<file path="src/core/sts_pkg.sv">
package sts_pkg;

  // ****************************************
  // Register map (printed index, byte = 4 x index)
  // ****************************************
  localparam int unsigned ADDR_W = 16;
  localparam logic [15:0] IDX_MODE_A = 16'h3F57;
  localparam logic [15:0] IDX_MODE_B = 16'h3F58;
  localparam logic [15:0] IDX_DATA = 16'h3F59;
  localparam logic [15:0] ADR_MODE_A = {IDX_MODE_A[13:0], 2'b00};
  localparam logic [15:0] ADR_MODE_B = {IDX_MODE_B[13:0], 2'b00};
  localparam logic [15:0] ADR_DATA = {IDX_DATA[13:0], 2'b00};
  localparam logic [1:0] RESP_OKAY = 2'h0;
  localparam logic [1:0] RESP_SLVERR = 2'h2;

  // ****************************************
  // Field layouts and reset values
  // ****************************************
  typedef struct packed {
    logic busy;
    logic ce0;
    logic ce1;
    logic dir;
    logic ste;
    logic [2:0] lng;
  } sts_mode_a_s;

  typedef struct packed {
    logic slave;
    logic sbom;
    logic sbtm;
    logic doe;
    logic die;
    logic cpe;
    logic [1:0] cks;
  } sts_mode_b_s;

  localparam logic [7:0] MODE_A_RST = 8'h00;
  localparam logic [7:0] MODE_B_RST = 8'h00;
  localparam logic [7:0] DATA_RST = 8'h00;

  // ****************************************
  // Clock source and timing counts
  // ****************************************
  typedef enum logic [1:0] {
    CKS_DIV2, CKS_DIV8, CKS_DIV64, CKS_TMR3
  } sts_cks_e;

  localparam logic [5:0] HALF_DIV2 = 6'h01;
  localparam logic [5:0] HALF_DIV8 = 6'h04;
  localparam logic [5:0] HALF_DIV64 = 6'h20;
  localparam logic [3:0] FULL_FRAME = 4'h8;

  typedef struct packed {
    logic sck;
    logic sdi;
  } sts_pins_s;

endpackage

</file>
<file path="src/core/sts_port.sv">
`timescale 1ns/10ps
`default_nettype none
module sts_port (
  // Clock and reset
  input wire logic mclk_i,
  input wire logic rstn_i,
  // AXI4-Lite slave
  input wire logic [sts_pkg::ADDR_W-1:0] s_axi_awaddr_i,
  input wire logic s_axi_awvalid_i,
  output logic s_axi_awready_o,
  input wire logic [31:0] s_axi_wdata_i,
  input wire logic [3:0] s_axi_wstrb_i,
  input wire logic s_axi_wvalid_i,
  output logic s_axi_wready_o,
  output logic [1:0] s_axi_bresp_o,
  output logic s_axi_bvalid_o,
  input wire logic s_axi_bready_i,
  input wire logic [sts_pkg::ADDR_W-1:0] s_axi_araddr_i,
  input wire logic s_axi_arvalid_i,
  output logic s_axi_arready_o,
  output logic [31:0] s_axi_rdata_o,
  output logic [1:0] s_axi_rresp_o,
  output logic s_axi_rvalid_o,
  input wire logic s_axi_rready_i,
  // Timer 3 output, one-cycle pulse on mclk_i
  input wire logic timer3_tick_i,
  // Serial pins
  input wire logic serial_clock_pin_i,
  output logic serial_clock_pin_o,
  output logic serial_clock_pin_oe_o,
  input wire logic serial_data_in_pin_i,
  output logic serial_data_out_pin_o,
  output logic serial_data_out_pin_oe_o,
  // Status
  output logic transfer_busy_flag_o,
  output logic transfer_done_irq_o
);

  // ****************************************
  // Declarations
  // ****************************************
  typedef enum {ST_IDLE, ST_RUN, ST_TAIL} sts_state_e;

  sts_state_e st_r;
  sts_pkg::sts_mode_a_s ma_r;
  sts_pkg::sts_mode_b_s mb_r;
  sts_pkg::sts_mode_a_s wa;
  sts_pkg::sts_mode_b_s wb;
  sts_pkg::sts_pins_s s2, s3, pin_r, pin_nxt;
  logic [7:0] shreg_r, wd, wval;
  logic [3:0] cnt_r, nbits, left;
  logic [5:0] div_r, half;
  logic busy_r, irq_r, sdo_r, sck_r;
  logic awready_r, wready_r, bvalid_r, arready_r, rvalid_r;
  logic [1:0] bresp_r, rresp_r;
  logic [31:0] rdata_r;
  logic [sts_pkg::ADDR_W-1:0] awaddr_r;
  logic [7:0] wdata_r;
  logic wstrb_r, wr_go, wr_a, wr_b, wr_data;
  logic en, master, tick, rise, fall, run;
  logic out_edge, smp_edge, lng_edge, sdi_v, sck_lvl;
  logic start_det, m_act, done;
  logic sck_o_r, sck_oe_r, sdo_o_r, sdo_oe_r;

  function automatic logic [7:0] rev8(input logic [7:0] v);
    logic [7:0] r;
    r = 8'h00;
    for (int i = 0; i < 8; i++) begin
      r[i] = v[7-i];
    end
    return r;
  endfunction

  // ****************************************
  // AXI4-Lite write channel
  // ****************************************
  always_ff @(posedge mclk_i or negedge rstn_i) begin
    if (!rstn_i) begin
      awready_r <= 1'b1;
      wready_r <= 1'b1;
      bvalid_r <= 1'b0;
      bresp_r <= sts_pkg::RESP_OKAY;
      awaddr_r <= '0;
      wdata_r <= 8'h00;
      wstrb_r <= 1'b0;
    end else begin
      if (s_axi_awvalid_i && awready_r) begin
        awaddr_r <= s_axi_awaddr_i;
        awready_r <= 1'b0;
      end
      if (s_axi_wvalid_i && wready_r) begin
        wdata_r <= s_axi_wdata_i[7:0];
        wstrb_r <= s_axi_wstrb_i[0];
        wready_r <= 1'b0;
      end
      if (wr_go) begin
        bvalid_r <= 1'b1;
        bresp_r <= (wr_a | wr_b | (awaddr_r == sts_pkg::ADR_DATA)) ?
                   sts_pkg::RESP_OKAY : sts_pkg::RESP_SLVERR;
      end
      if (bvalid_r && s_axi_bready_i) begin
        bvalid_r <= 1'b0;
        awready_r <= 1'b1;
        wready_r <= 1'b1;
      end
    end
  end

  assign wr_go = ~awready_r & ~wready_r & ~bvalid_r;
  assign wr_a = wr_go & (awaddr_r == sts_pkg::ADR_MODE_A);
  assign wr_b = wr_go & (awaddr_r == sts_pkg::ADR_MODE_B);
  assign wr_data = wr_go & wstrb_r & (awaddr_r == sts_pkg::ADR_DATA);
  assign wd = wdata_r;
  assign wa = wdata_r;
  assign wb = wdata_r;
  // Reversal path sits in front of the shift register for LSB first
  assign wval = ma_r.dir ? rev8(wd) : wd;

  // ****************************************
  // AXI4-Lite read channel
  // ****************************************
  always_ff @(posedge mclk_i or negedge rstn_i) begin
    if (!rstn_i) begin
      arready_r <= 1'b1;
      rvalid_r <= 1'b0;
      rdata_r <= 32'h0000_0000;
      rresp_r <= sts_pkg::RESP_OKAY;
    end else if (s_axi_arvalid_i && arready_r) begin
      arready_r <= 1'b0;
      rvalid_r <= 1'b1;
      rresp_r <= sts_pkg::RESP_OKAY;
      case (s_axi_araddr_i)
        sts_pkg::ADR_MODE_A: begin
          rdata_r <= {24'h000000, busy_r, ma_r[6:0]};
        end
        sts_pkg::ADR_MODE_B: begin
          rdata_r <= {24'h000000, mb_r};
        end
        sts_pkg::ADR_DATA: begin
          rdata_r <= {24'h000000,
                      ma_r.dir ? rev8(shreg_r) : shreg_r};
        end
        default: begin
          rdata_r <= 32'h0000_0000;
          rresp_r <= sts_pkg::RESP_SLVERR;
        end
      endcase
    end else if (rvalid_r && s_axi_rready_i) begin
      rvalid_r <= 1'b0;
      arready_r <= 1'b1;
    end
  end

  assign s_axi_awready_o = awready_r;
  assign s_axi_wready_o = wready_r;
  assign s_axi_bvalid_o = bvalid_r;
  assign s_axi_bresp_o = bresp_r;
  assign s_axi_arready_o = arready_r;
  assign s_axi_rvalid_o = rvalid_r;
  assign s_axi_rdata_o = rdata_r;
  assign s_axi_rresp_o = rresp_r;

  // ****************************************
  // Pin synchronisers and edge detection
  // ****************************************
  sts_sync3 #(.W($bits(sts_pkg::sts_pins_s))) u_sync (
    .mclk_i(mclk_i),
    .rstn_i(rstn_i),
    .d_i({serial_clock_pin_i, serial_data_in_pin_i}),
    .q2_o(s2),
    .q3_o(s3)
  );

  // A pin level only counts once the second and third stages agree
  always_comb begin
    pin_nxt = pin_r;
    if (s2.sck == s3.sck) pin_nxt.sck = s3.sck;
    if (s2.sdi == s3.sdi) pin_nxt.sdi = s3.sdi;
  end

  always_ff @(posedge mclk_i or negedge rstn_i) begin
    if (!rstn_i) begin
      pin_r <= '1;
    end else begin
      pin_r <= pin_nxt;
    end
  end

  assign en = mb_r.doe | mb_r.die;
  assign master = ~mb_r.slave;
  assign sdi_v = mb_r.die ? pin_nxt.sdi : 1'b1;
  assign sck_lvl = master ? sck_r : pin_nxt.sck;
  assign rise = master ? (tick & ~sck_r & (st_r == ST_RUN))
                       : (pin_nxt.sck & ~pin_r.sck);
  assign fall = master ? (tick & sck_r & (st_r == ST_RUN))
                       : (~pin_nxt.sck & pin_r.sck);
  // A slave listens whenever enabled; a master only inside its frame
  assign run = en & (busy_r | ~master);
  assign out_edge = run & (ma_r.ce1 ? rise : fall);
  assign lng_edge = run & (ma_r.ce1 ? fall : rise);
  assign smp_edge = ma_r.ce0 ? out_edge : lng_edge;
  assign start_det = en & ma_r.ste & mb_r.die & ~busy_r & pin_r.sdi &
                     ~pin_nxt.sdi & (ma_r.ce1 | sck_lvl);
  assign m_act = master & en & ~busy_r & wr_data;
  assign nbits = (ma_r.lng == 3'h0) ? sts_pkg::FULL_FRAME
                                    : {1'b0, ma_r.lng};
  assign left = busy_r ? cnt_r : nbits;
  assign done = smp_edge & (left == 4'h1);

  // ****************************************
  // Mode registers
  // ****************************************
  always_ff @(posedge mclk_i or negedge rstn_i) begin
    if (!rstn_i) begin
      ma_r <= sts_pkg::MODE_A_RST;
    end else begin
      if (wr_a && wstrb_r) begin
        ma_r.lng <= wa.lng;
        ma_r.ste <= wa.ste;
        ma_r.dir <= wa.dir;
        // Locked while enabled so the live counter cannot slip
        if (!en) begin
          ma_r.ce1 <= wa.ce1;
          ma_r.ce0 <= wa.ce0;
        end
      end
      if (start_det) begin
        ma_r.lng <= 3'h0;
      end else if (lng_edge) begin
        ma_r.lng <= ma_r.lng + 3'h1;
      end
    end
  end

  always_ff @(posedge mclk_i or negedge rstn_i) begin
    if (!rstn_i) begin
      mb_r <= sts_pkg::MODE_B_RST;
    end else if (wr_b && wstrb_r) begin
      mb_r <= wb;
    end
  end

  // ****************************************
  // Frame control
  // ****************************************
  always_ff @(posedge mclk_i or negedge rstn_i) begin
    if (!rstn_i) begin
      busy_r <= 1'b0;
      cnt_r <= 4'h0;
      irq_r <= 1'b0;
    end else begin
      irq_r <= done;
      if (!en) begin
        busy_r <= 1'b0;
      end else if (start_det) begin
        busy_r <= 1'b1;
        cnt_r <= sts_pkg::FULL_FRAME;
      end else if (m_act) begin
        busy_r <= 1'b1;
        cnt_r <= nbits;
      end else if (smp_edge) begin
        busy_r <= ~done;
        cnt_r <= left - 4'h1;
      end
    end
  end

  assign transfer_busy_flag_o = busy_r;
  assign transfer_done_irq_o = irq_r;

  // ****************************************
  // Shift register and data out
  // ****************************************
  always_ff @(posedge mclk_i or negedge rstn_i) begin
    if (!rstn_i) begin
      shreg_r <= sts_pkg::DATA_RST;
    end else if (wr_data && !busy_r) begin
      shreg_r <= wval;
    end else if (smp_edge) begin
      shreg_r <= {shreg_r[6:0], sdi_v};
    end
  end

  always_ff @(posedge mclk_i or negedge rstn_i) begin
    if (!rstn_i) begin
      sdo_r <= 1'b1;
    end else if (!mb_r.doe) begin
      sdo_r <= 1'b1;
    end else if (m_act) begin
      sdo_r <= wval[7];
    end else if (!master && wr_data && !busy_r) begin
      sdo_r <= 1'b0;
    end else if (done && ma_r.ste) begin
      sdo_r <= 1'b1;
    end else if (out_edge) begin
      // Same edge sampling shifts now, so the next bit is bit 6
      sdo_r <= ma_r.ce0 ? shreg_r[6] : shreg_r[7];
    end
  end

  // ****************************************
  // Master clock generator
  // ****************************************
  always_comb begin
    case (sts_pkg::sts_cks_e'(mb_r.cks))
      sts_pkg::CKS_DIV2: half = sts_pkg::HALF_DIV2;
      sts_pkg::CKS_DIV8: half = sts_pkg::HALF_DIV8;
      sts_pkg::CKS_DIV64: half = sts_pkg::HALF_DIV64;
      default: half = sts_pkg::HALF_DIV2;
    endcase
  end

  assign tick = (mb_r.cks == sts_pkg::CKS_TMR3) ? timer3_tick_i
                : (div_r == half - 6'h01);

  always_ff @(posedge mclk_i or negedge rstn_i) begin
    if (!rstn_i) begin
      div_r <= 6'h00;
    end else if (st_r == ST_IDLE || tick) begin
      div_r <= 6'h00;
    end else begin
      div_r <= div_r + 6'h01;
    end
  end

  // Clock idles high; a frame ending low gets one more half period
  always_ff @(posedge mclk_i or negedge rstn_i) begin
    if (!rstn_i) begin
      st_r <= ST_IDLE;
      sck_r <= 1'b1;
    end else if (!en || !master) begin
      st_r <= ST_IDLE;
      sck_r <= 1'b1;
    end else begin
      if (st_r != ST_IDLE && tick) sck_r <= ~sck_r;
      case (st_r)
        ST_IDLE: begin
          if (m_act || start_det) st_r <= ST_RUN;
        end
        ST_RUN: begin
          if (done) st_r <= sck_r ? ST_TAIL : ST_IDLE;
        end
        ST_TAIL: begin
          if (tick) st_r <= ST_IDLE;
        end
        default: st_r <= ST_IDLE;
      endcase
    end
  end

  // ****************************************
  // Pin drivers
  // ****************************************
  always_ff @(posedge mclk_i or negedge rstn_i) begin
    if (!rstn_i) begin
      sck_o_r <= 1'b1;
      sck_oe_r <= 1'b0;
      sdo_o_r <= 1'b1;
      sdo_oe_r <= 1'b0;
    end else begin
      sck_o_r <= mb_r.sbtm ? 1'b0 : sck_r;
      sck_oe_r <= master & mb_r.cpe & (~mb_r.sbtm | ~sck_r);
      sdo_o_r <= mb_r.sbom ? 1'b0 : sdo_r;
      sdo_oe_r <= mb_r.doe & (~mb_r.sbom | ~sdo_r);
    end
  end

  assign serial_clock_pin_o = sck_o_r;
  assign serial_clock_pin_oe_o = sck_oe_r;
  assign serial_data_out_pin_o = sdo_o_r;
  assign serial_data_out_pin_oe_o = sdo_oe_r;
endmodule // sts_port
`default_nettype wire

</file>
<file path="src/core/sts_sync3.sv">
`timescale 1ns/10ps
`default_nettype none
module sts_sync3 #(
  parameter int unsigned W = 2
) (
  // Clock and reset
  input wire logic mclk_i,
  input wire logic rstn_i,
  // Asynchronous levels in, second and third stage out
  input wire logic [W-1:0] d_i,
  output logic [W-1:0] q2_o,
  output logic [W-1:0] q3_o
);
  logic [W-1:0] q1_r;
  logic [W-1:0] q2_r;
  logic [W-1:0] q3_r;

  // Idle lines are high, so reset to ones to avoid a false edge
  always_ff @(posedge mclk_i or negedge rstn_i) begin
    if (!rstn_i) begin
      q1_r <= '1;
      q2_r <= '1;
      q3_r <= '1;
    end else begin
      q1_r <= d_i;
      q2_r <= q1_r;
      q3_r <= q2_r;
    end
  end

  assign q2_o = q2_r;
  assign q3_o = q3_r;
endmodule // sts_sync3
`default_nettype wire
</file>
<file path="config.mk">
export PLATFORM = sky130hd
export DESIGN_NAME = sts_port
export DESIGN_NICKNAME = d
export VERILOG_FILES = /design/src/core/sts_pkg.sv /design/src/core/sts_port.sv /design/src/core/sts_sync3.sv
export SDC_FILE = /design/constraint.sdc
export NUM_CORES = 1
export LEC_CHECK = 0
export BUFFER_PORTS_ARGS = -buffer_cell sky130_fd_sc_hd__clkbuf_2
export CAP_MARGIN = 40
export CELL_PAD_IN_SITES_DETAIL_PLACEMENT = 1
export CELL_PAD_IN_SITES_GLOBAL_PLACEMENT = 1
export CORE_AREA = 4 4 132 134
export CTS_CLUSTER_DIAMETER = 50
export DETAILED_ROUTE_END_ITERATION = 7
export DIE_AREA = 0 0 136 138
export PLACE_DENSITY = 0.65
export SLEW_MARGIN = 20
export SYNTH_ARGS = -nofsm -noshare
export SYNTH_HDL_FRONTEND = slang
export SYNTH_SLANG_ARGS = --single-unit
export TNS_END_PERCENT = 50
</file>
<file path="constraint.sdc">
create_clock -name mclk_i -period 4.95 [get_ports mclk_i]
set_input_delay 0.99 -clock mclk_i [delete_from_list [all_inputs] [get_ports mclk_i]]
set_output_delay 0.99 -clock mclk_i [all_outputs]
set_load 0.05 [all_outputs]
</file>
==> reports/metrics.yaml, run 1 <==
p_sw_share_pct: 31.4
hold_slack_ps: 355
leakage_nw: 2.53
layout_commonest_cell: "dfrtp_1"
synth_cell_types: 57
cts_made_buffers: 9
period_minus_slack_ps: 2800
clockBufferDepth: 2
finalSetupTns_ps: 0
crit_path_max_fanout: 17
max_slew_margin_pct: 50.2
vias: 3515
synth_edf_count: 0
yosysSeqAreaShare_pct: 48.1
drtIter0Drc: 103
ant_nets: 0
status: "completed"
multi_input_area_sq_um: 2250
n_fill_cell: 1854
syn_area_sq_um: 4770
comb_power_share_pct: 19.1
firstDrtPassIters: 4
synth_seq_cells: 91
finalNonFillerCells: 738
ff_latch_area_sq_um: 2300
peakVddDrop_uv: 256
async_reset_ff_share_pct: 100
die_x_um: 136
crit_type: "flip-flop to flip-flop"
vias_per_cell: 4.76
mostFrequentLayoutCells: "dfrtp_1 (76), clkbuf_2 (70), nand2_1 (38), mux2_2 (36), mux2i_1 (34)"
setup_viol: 0
grt_overflow: 0
r2r_start: "mb_r[0]"
gp_congestion: 0.789
grt_max_degree: 61
hold_start: "u_sync.q1_r[1]"
worst_slew_pin_slew_ps: 741
area_delta_synth_final_pct: 17.0
grt_pass1_vias: 3842
port_buffers: 71
hp-class: "flip-flop to flip-flop"
r2r_cells: 9
layout.nets: 599
dieArea_sq_um: 18800
power_density_nw_per_um2: 365
clock_sink_count: 91
cts.repair.resized: 0
drc_errors: 0
grtUsageTotal_pct: 12.9
pwr-share-clk_pct: 32.1
skew_ps: 9.81
grt_pass1_wl_um: 19400
drive_above_1_share_pct: 29.7
hold_viol: 0
rsz0062_at_grt: "false"
end_kind: "flip-flop"
r2r_end: "st_r[0]"
drv_cap: 0
fin_crit_sh_pct: 56.7
ctsHoldBuffers: 0
placedCellCount: 720
hold_depth: 0
maxSlewViolCount: 0
htree_levels: 3
antenna_found_initial: 0
fin_util_pct: 34.3
core_sq_um: 16300
worst_ep_required_time_ps: 5180
p_int_mw: 1.40
dpl-instance-area_sq_um: 5260
hpwl_um: 9120
initial_core_util_pct: 29.3
syn-instance-count: 440
die_h_um: 138
pwr-share-seq_pct: 48.7
synth_ff_type: "dfrtp_1"
wl_per_cell_um: 16.0
cts_tree: "yes"
min_to: "u_sync.q2_o[1]"
clkTransAtPathRegs_ps: 60
ys_warn_count: 0
routed_wl_um: 11800
diodes: 0
num_rows: 47
worstPathArrival_ps: 3040
max_freq_ghz: 0.357
start_kind: "flip-flop"
r2r_slack_ps: 2150
clkLatencyLatePin_ps: 350
boundaryPins: 125
p_sw_mw: 0.641
cts_setup_buffers: 0
syn_area_per_cell_sq_um: 10.8
ctsRootBufferMaster: "clkbuf_16"
fin_area_sq_um: 5580
[synthesized netlist by cell type (all sizes together) (4+ instances only)]
master	count	share of area [%]
dfrtp	76	40
nand2	38	3.0
mux2	36	8.5
mux2i	34	7.1
nor2	31	2.4
buf	30	4.6
o21ai	25	3.1
inv	19	1.5
a21oi	15	1.6
dfstp	15	8.3
a22oi	11	2.1
nand3	10	1.0
ha	8	2.1
clkbuf	7	0.55
nor2b	7	0.97
nor3	7	0.73
nand4b	6	1.1
and2	5	0.66
nand2b	5	0.66
o21a	5	0.79
xor2	5	0.92
nand3b	4	0.63
o31ai	4	0.63
[power by group through the flow]
stage          Sequential [mW]  Combinational (mW)  Clock, mW
2_1_floorplan             1.02               0.257          0
3_3_place_gp             0.999               0.377          0
3_5_place_dp              1.01               0.395          0
4_1_cts                  0.996               0.396      0.679
5_1_grt                   1.01               0.428      0.712
6_report                 0.994               0.390      0.656
[cell type report]
class                   count  area share (%)
clock buffers              11            4.35
clock inverters             5           0.628
inverters                  19            1.28
multi-input cells         318            40.4
flip-flops and latches     91            41.1
well taps                 220            4.93
repair buffers             74            7.31
[how the worst max path moves through the flow]
stage | cells after the start | slack, ps | to | start
floorplan | 5 | 2310 | s_axi_rdata_o[4] | s_axi_araddr_i[1]
detailed placement | 6 | 2020 | s_axi_rdata_o[4] | s_axi_araddr_i[1]
CTS | 9 | 2110 | st_r[0] | mb_r[0]
finish | 9 | 2150 | st_r[0] | mb_r[0]
global route | 9 | 1920 | st_r[0] | mb_r[0]
global placement | 6 | 2000 | s_axi_rdata_o[4] | s_axi_araddr_i[1]
[logic make-up after synthesis]
family,count (synthesis),synth area share (%)
mux,70,15.6
fa+ha+maj,9,2.31
other cells,1,0.0786
buf+inv,56,6.61
compound gates,78,11.9
simple gates,127,13.9
xor+xnor,8,1.47
flops,91,48.1
[sequential cells by signal (all words and copies together), names as in the netlist, 2 cells and up]
signal,count
u_sync.q3_o,2
mb_r,8
pin_r,2
u_sync.q2_o,2
s_axi_rdata_o,8
shreg_r,8
cnt_r,4
awaddr_r,16
div_r,6
st_r,2
wa,8
u_sync.q1_r,2
ma_r,7
[metrics by stage]
step / setup slack (ps) / power (mW)
floorplan: 2310 / 1.28
global placement: 2000 / 1.38
detailed placement: 2020 / 1.40
CTS: 2110 / 2.07
global route: 1920 / 2.15
finish: 2150 / 2.04
[routing by layer]
layer | part of all wire [%] | vias up | GRT usage, %
met5 | 0 | - | 0
met2 | 48 | 80 | 20.8
li1 | - | 1663 | -
met4 | 2.0 | 0 | 4.88
met1 | 44 | 1758 | 16.5
met3 | 5.8 | 14 | 3.34
[worst max-delay path: stages (launching register included)]
cell and delay (ps):
dfrtp_1 420, inv_1 100, ha_1 240, xor2_1 180
mux2i_1 160, a32oi_4 340, o21ai_4 130, a22oi_4 630
nor2b_2 130, a2111oi_2 360
Power figures use the tool's default switching activity.
==> run 2: changes to the inputs <==
ABC_AREA = 1   (was default)
CORE_AREA = 4 4 131 133   (was 4 4 132 134)
DIE_AREA = 0 0 135 137   (was 0 0 136 138)
PLACE_DENSITY = 0.68   (was 0.65)
clock period = 2.8 ns   (was 4.95 ns; I/O delays follow)
==> reports/metrics.yaml, run 2 <==
synth_ff_type: "dfrtp_1"  # unchanged
status: "completed"  # unchanged
grt_overflow: 0  # unchanged
num_rows: 46  # was 47
power_density_nw_per_um2: 722  # was 365 nW/um^2
p_int_mw: 2.74  # was 1.40 mW
htree_levels: 3  # unchanged
max_freq_ghz: 0.412  # was 0.357 GHz
skew_ps: 9.36  # was 9.81 ps
grt_pass1_wl_um: 21400  # was 19400 um
clockBufferDepth: 2  # unchanged
grt_pass1_vias: 4264  # was 3842
syn-instance-count: 560  # was 440
crit_family: "simple AND/OR/NAND/NOR gates"  # was compound AO/OA/AOI/OAI gates
drive_above_1_share_pct: 21.9  # was 29.7%
fin_crit_sh_pct: 86.7  # was 56.7%
hold_viol: 0  # unchanged
syn_area_per_cell_sq_um: 8.49  # was 10.8 sq um
core_sq_um: 15800  # was 16300 sq um
port_buffers: 71  # unchanged
die_h_um: 137  # was 138 um
die_x_um: 135  # was 136 um
cts_made_buffers: 9  # unchanged
synth-adder-area-share_pct: 2.32  # was 2.31%
crit_path_max_fanout: 13  # was 17
drv_cap: 0  # unchanged
async_reset_ff_share_pct: 100  # unchanged
initial_core_util_pct: 30.0  # was 29.3%
synth_compound_area_share_pct: 13.6  # was 11.9%
clkLatencyLatePin_ps: 350  # about the same
hp-class: "primary input to async pin"  # was flip-flop to flip-flop
p_sw_mw: 1.32  # was 0.641 mW
crit_type: "flip-flop to flip-flop"  # unchanged
netlist_top_cells_area: "dfrtp_1 (40%), dfstp_2 (8.3%), nand2_1 (7.6%)"  # was dfrtp_1 (40%), mux2_2 (8.5%), dfstp_2 (8.3%)
finalSetupTns_ps: 0  # unchanged
hold_slack_ps: 181  # was 355 ps
grtUsageTotal_pct: 14.6  # was 12.9%
largest_register_ffs: 16  # unchanged
vias_per_cell: 4.69  # was 4.76
drtIter0Drc: 168  # was 103
yosysMostFrequentCell: "nand2_1"  # was dfrtp_1
maxSlewViolCount: 0  # unchanged
ant_nets: 0  # unchanged
firstDrtPassIters: 4  # unchanged
dieArea_sq_um: 18500  # was 18800 sq um
n_fill_cell: 1901  # was 1854
mostFrequentLayoutCells: "nand2_1 (95), dfrtp_1 (76), clkbuf_2 (70), inv_1 (64), nor2_1 (52)"  # was dfrtp_1 (76), clkbuf_2 (70), nand2_1 (38), mux2_2 (36), mux2i_1 (34)
worst_slew_pin_slew_ps: 740  # was 741 ps
max_slew_margin_pct: 50.5  # was 50.2%
ctsRootBufferMaster: "clkbuf_16"  # unchanged
synth_seq_cells: 91  # unchanged
top_register: "awaddr_r"  # unchanged
start_kind: "flip-flop"  # unchanged
peakVddDrop_uv: 411  # was 256 uV
grt_max_degree: 55  # was 61
hpwl_um: 9970  # was 9120 um
muxShareOfSynthArea_pct: 3.71  # was 15.6%
path_buf_inv: 2  # was 1
routed_wl_um: 12800  # was 11800 um
synth_top_family_by_area: "simple AND/OR/NAND/NOR gates"  # was multiplexers
vias: 4018  # was 3515
antenna_found_initial: 0  # unchanged
pwr-share-clk_pct: 34.6  # was 32.1%
rsz0062_at_grt: "false"  # unchanged
worstPathCellList: "inv_1, ha_1, inv_1, nand3_1, a21oi_1, nand3_1, nand2_1, nand2_1, nand3_1, nand3_4, nand2_2, nand2_2, nand2_2, o211ai_1, o21ai_1"  # was inv_1, ha_1, xor2_1, mux2i_1, a32oi_4, o21ai_4, a22oi_4, nor2b_2, a2111oi_2
period_minus_slack_ps: 2430  # was 2800 ps
leakage_nw: 2.70  # was 2.53 nW
critPathSlowestCell: "dfrtp_1"  # was a22oi_4
synth_top_area_share_pct: 40.0  # was 39.9%
synth_cell_types: 44  # was 57
p_total_mw: 4.06  # was 2.04 mW
synth_edf_count: 0  # unchanged
drc_errors: 0  # unchanged
synth_common_cells: "nand2_1 (96), dfrtp_1 (76), inv_1 (64)"  # was dfrtp_1 (76), nand2_1 (38), mux2_2 (36)
wl_per_cell_um: 15.0  # was 16.0 um
p_sw_share_pct: 32.5  # was 31.4%
diodes: 0  # unchanged
cts_tree: "yes"  # unchanged
layout_commonest_cell: "nand2_1"  # was dfrtp_1
gp_congestion: 0.805  # was 0.789
yosys.area_share.simple_pct: 20.3  # was 13.9%
clkTransAtPathRegs_ps: 70  # was 60 ps
ys_warn_count: 0  # unchanged
comb_power_share_pct: 21.9  # was 19.1%
worst_ep_required_time_ps: 3070  # was 5180 ps
boundaryPins: 125  # unchanged
setup_viol: 0  # unchanged
area_delta_synth_final_pct: 18.4  # was 17.0%
end_kind: "flip-flop"  # unchanged
yosysSeqAreaShare_pct: 48.3  # was 48.1%
synth_xor_area_share_pct: 0.921  # was 1.47%
yosys.area.top_type: "dfrtp_1"  # unchanged
pwr-share-seq_pct: 43.5  # was 48.7%
slowest_delay_ps: 370  # was 630 ps
layout.nets: 721  # was 599
syn_area_sq_um: 4750  # was 4770 sq um
clock_sink_count: 91  # unchanged
worstPathArrival_ps: 2700  # was 3040 ps
[run 2: changes by cell type in the layout (fill, tap and decap cells not counted), moves of 21 or more]
cell	previous run	this run
mux2_2	36	13
inv_1	19	64
nor2_1	31	52
o21ai_0	21	48
nand2_1	38	95
mux2i_1	34	3
[run 2: area by class of cell]
class / instances / area, sq um / area share [%]
multi-input combinational: 386 / 2040 / 36.3
clock buffer: 11 / 243 / 4.31
inverter: 70 / 263 / 4.67
sequential: 91 / 2300 / 40.8
clock inverter: 5 / 100 / 1.78
timing repair buffer: 77 / 415 / 7.38
tap: 216 / 270 / 4.80
[run 2: path summary, 6_finish.rpt]
path / to / start / cells after the start / slack, ps
worst max-delay path: shreg_r[2] / mb_r[0] / 15 / 370
worst min-delay path: div_r[1] / rstn_i / 1 / 180
worst max register to register: shreg_r[2] / mb_r[0] / 15 / 370
worst min register to register: u_sync.q2_o[0] / u_sync.q1_r[0] / 0 / 360
max in group asynchronous: u_sync.q3_o[0] / rstn_i / 2 / 1900
min in group mclk_i: u_sync.q1_r[1] / serial_clock_pin_i / 1 / 300
[run 2: layer usage]
layer | GRT usage, % | routed length [um] | part of all wire [%] | vias to the layer above
li1 | - | - | - | 1948
met1 | 18.2 | 5830 | 45 | 1961
met2 | 24.5 | 6100 | 47 | 96
met3 | 4.30 | 720 | 5.6 | 13
met4 | 4.42 | 192 | 1.5 | 0
met5 | 0 | 0 | 0 | -
[run 2: cell families after synthesis]
| family | after synthesis |
|---|---|
| flip-flops | 91 |
| buffers and inverters | 108 |
| XOR/XNOR | 5 |
| AO/OA/AOI/OAI | 118 |
| other | 1 |
| multiplexers | 16 |
| AND/OR/NAND/NOR | 212 |
| adder cells (fa/ha/maj) | 9 |
[run 2: through the flow]
step	utilization, %	setup slack (ps)	instance area [sq um]	instances
final	35.6	372	5630	856
after global routing	35.6	136	5630	856
after CTS	35.5	159	5630	856
after detailed placement	33.4	219	5280	840
after global placement	33.4	298	5280	840
after floorplan	-	649	4850	585
[run 2: what timing repair did]
action / CTS / global route
gates resized for setup: 0 / 1
setup endpoints to repair: 0 / 4
endpoints found under the hold margin: 0 / 0
buffers inserted: 0 / 0
hold buffers: 0 / 0
[run 2: worst register-to-register path, delay by kind of cell, from the launching register on]
family | cells | cell delay (ps)
flip-flops | 1 | 370
AND/OR/NAND/NOR | 9 | 1140
buffers and inverters | 2 | 160
adder cells (fa/ha/maj) | 1 | 320
AO/OA/AOI/OAI | 3 | 380
[run 2: power by group through the flow]
stage          Combinational (mW)  Sequential, mW  Clock (mW)
5_1_grt                     0.988            1.81        1.50
2_1_floorplan               0.536            1.89           0
4_1_cts                     0.908            1.77        1.45
3_3_place_gp                0.868            1.77           0
6_report                    0.890            1.77        1.41
3_5_place_dp                0.905            1.79           0
==> run 3: changes to the inputs <==
ABC_AREA = default   (was 1)
CORE_AREA = 4 4 132 134   (was 4 4 131 133)
DIE_AREA = 0 0 136 138   (was 0 0 135 137)
PLACE_DENSITY = 0.65   (was 0.68)
==> reports/metrics.yaml, run 3 (synthesis gave the netlist of run 1 again) <==
critPathSlowestCell: "dfrtp_1"  # unchanged
clockBufferDepth: 2  # unchanged
wl_per_cell_um: 16.3  # was 15.0 um
dp_slack_ps: 240  # was 219 ps
n_fill_cell: 1877  # was 1901
initial_core_util_pct: 29.3  # was 30.0%
worstPathCellList: "inv_1, ha_1, or3_1, mux2i_1, a32oi_4, o21ai_4, a22oi_4, buf_4, mux2i_1, a221oi_2"  # was inv_1, ha_1, inv_1, nand3_1, a21oi_1, nand3_1, nand2_1, nand2_1, nand3_1, nand3_4, nand2_2, nand2_2, nand2_2, o211ai_1, o21ai_1
hp-class: "primary input to async pin"  # unchanged
setup_viol: 0  # unchanged
timing.critical_path.from: "mb_r[0]"  # unchanged
grt_overflow: 0  # unchanged
drtIter0Drc: 161  # was 168
diodes: 0  # unchanged
crit_family: "compound AO/OA/AOI/OAI gates"  # was simple AND/OR/NAND/NOR gates
leakage_nw: 2.55  # was 2.70 nW
area_delta_synth_final_pct: 17.6  # was 18.4%
end_kind: "flip-flop"  # unchanged
port_buffers: 71  # unchanged
grt_pass1_vias: 3933  # was 4264
worst_slew_pin_slew_ps: 638  # was 740 ps
hold_viol: 0  # unchanged
max_slew_margin_pct: 57.4  # was 50.5%
gp_congestion: 0.798  # was 0.805
clkTransAtPathRegs_ps: 70  # about the same
r2r_slack_ps: 250  # was 370 ps
power_density_nw_per_um2: 645  # was 722 nW/um^2
ctsRootBufferMaster: "clkbuf_16"  # unchanged
drv_cap: 0  # unchanged
peakVddDrop_uv: 581  # was 411 uV
grtUsageTotal_pct: 13.2  # was 14.6%
path_buf_inv: 2  # unchanged
cts_made_buffers: 9  # unchanged
crit_type: "flip-flop to flip-flop"  # unchanged
firstDrtPassIters: 4  # unchanged
dieArea_sq_um: 18800  # was 18500 sq um
die_h_um: 138  # was 137 um
rsz0062_at_grt: "false"  # unchanged
finalNonFillerCells: 744  # was 856
skew_ps: 8.79  # was 9.36 ps
finalSetupTns_ps: 0  # unchanged
top_register: "awaddr_r"  # unchanged
layout_commonest_cell: "dfrtp_1"  # was nand2_1
boundaryPins: 125  # unchanged
max_freq_ghz: 0.392  # was 0.412 GHz
cts_tree: "yes"  # unchanged
drive_above_1_share_pct: 30.5  # was 21.9%
worstPathArrival_ps: 2820  # was 2700 ps
ctsHoldBuffers: 0  # unchanged
num_rows: 47  # was 46
cts_setup_buffers: 0  # unchanged
start_kind: "flip-flop"  # unchanged
r2r_start: "mb_r[0]"  # unchanged
maxSlewViolCount: 0  # unchanged
setup_slack_ps: 247  # was 372 ps
die_x_um: 136  # was 135 um
slowest_delay_ps: 390  # was 370 ps
antenna_found_initial: 0  # unchanged
grt_max_degree: 40  # was 55
largest_register_ffs: 16  # unchanged
grt_pass1_wl_um: 19900  # was 21400 um
ant_nets: 0  # unchanged
period_minus_slack_ps: 2550  # was 2430 ps
hpwl_um: 9260  # was 9970 um
clock_sink_count: 91  # unchanged
fin_crit_sh_pct: 91.2  # was 86.7%
layout.nets: 605  # was 721
status: "completed"  # unchanged
cp_common_cell: "mux2i_1"
vias: 3525  # was 4018
vias_per_cell: 4.74  # was 4.69
drc_errors: 0  # unchanged
htree_levels: 3  # unchanged
clkLatencyLatePin_ps: 350  # about the same
routed_wl_um: 12100  # was 12800 um
placedCellCount: 728  # was 840
mostFrequentLayoutCells: "dfrtp_1 (76), clkbuf_2 (70), nand2_1 (38), mux2_2 (36), mux2i_1 (34)"  # was nand2_1 (95), dfrtp_1 (76), clkbuf_2 (70), inv_1 (64), nor2_1 (52)
cts.repair.resized: 0  # unchanged
worst_ep_required_time_ps: 3060  # was 3070 ps
crit_path_max_fanout: 6  # was 13
core_sq_um: 16300  # was 15800 sq um
-- run 3: worst paths after layout --
check / endpoint / cells after the start
worst max register to register: cnt_r[2] / 10
worst min-delay path: wstrb_r / 1
min in group mclk_i: u_sync.q1_r[1] / 1
worst min register to register: u_sync.q2_o[0] / 0
max in group asynchronous: div_r[4] / 2
worst max-delay path: cnt_r[2] / 10
-- run 3: area by class of cell --
| cell class | instances | area [sq um] | area share (%) |
|---|---|---|---|
| flip-flops and latches | 91 | 2300 | 40.9 |
| multi-input cells | 318 | 2250 | 40.2 |
| clock inverters | 6 | 47.5 | 0.847 |
| repair buffers | 80 | 438 | 7.81 |
| inverters | 19 | 71.3 | 1.27 |
| well taps | 220 | 275 | 4.91 |
| clock buffers | 10 | 229 | 4.08 |
-- run 3: worst reg2reg max path, stage by stage, from the launching register on --
cell and delay [ps]:
dfrtp_1 390, inv_1 100, ha_1 210, or3_1 360, mux2i_1 230, a32oi_4 220
o21ai_4 250, a22oi_4 130, buf_4 190, mux2i_1 140, a221oi_2 230
-- run 3: stage by stage --
stage	cell area (sq um)	power (mW)	util [%]	hold WS (ps)
floorplan	4860	2.27	-	264
global placement	5330	2.44	32.7	346
detailed placement	5330	2.48	32.7	347
CTS	5610	3.67	34.4	188
global route	5610	3.82	34.4	216
finish	5610	3.62	34.4	180
-- run 3: layer usage --
layer	routed length [um]	share of wire, %	vias to the layer above	global-route usage, %
met5	0	0	-	0
met4	85	0.70	0	2.65
met3	772	6.4	10	5.05
met2	5960	49	88	22.1
met1	5280	44	1771	16.3
li1	-	-	1656	-
-- run 3: where the power goes --
group | internal, mW | total [mW] | switching (mW)
registers | 1.55 | 1.76 | 0.207
logic | 0.286 | 0.692 | 0.406
clock network | 0.610 | 1.16 | 0.554
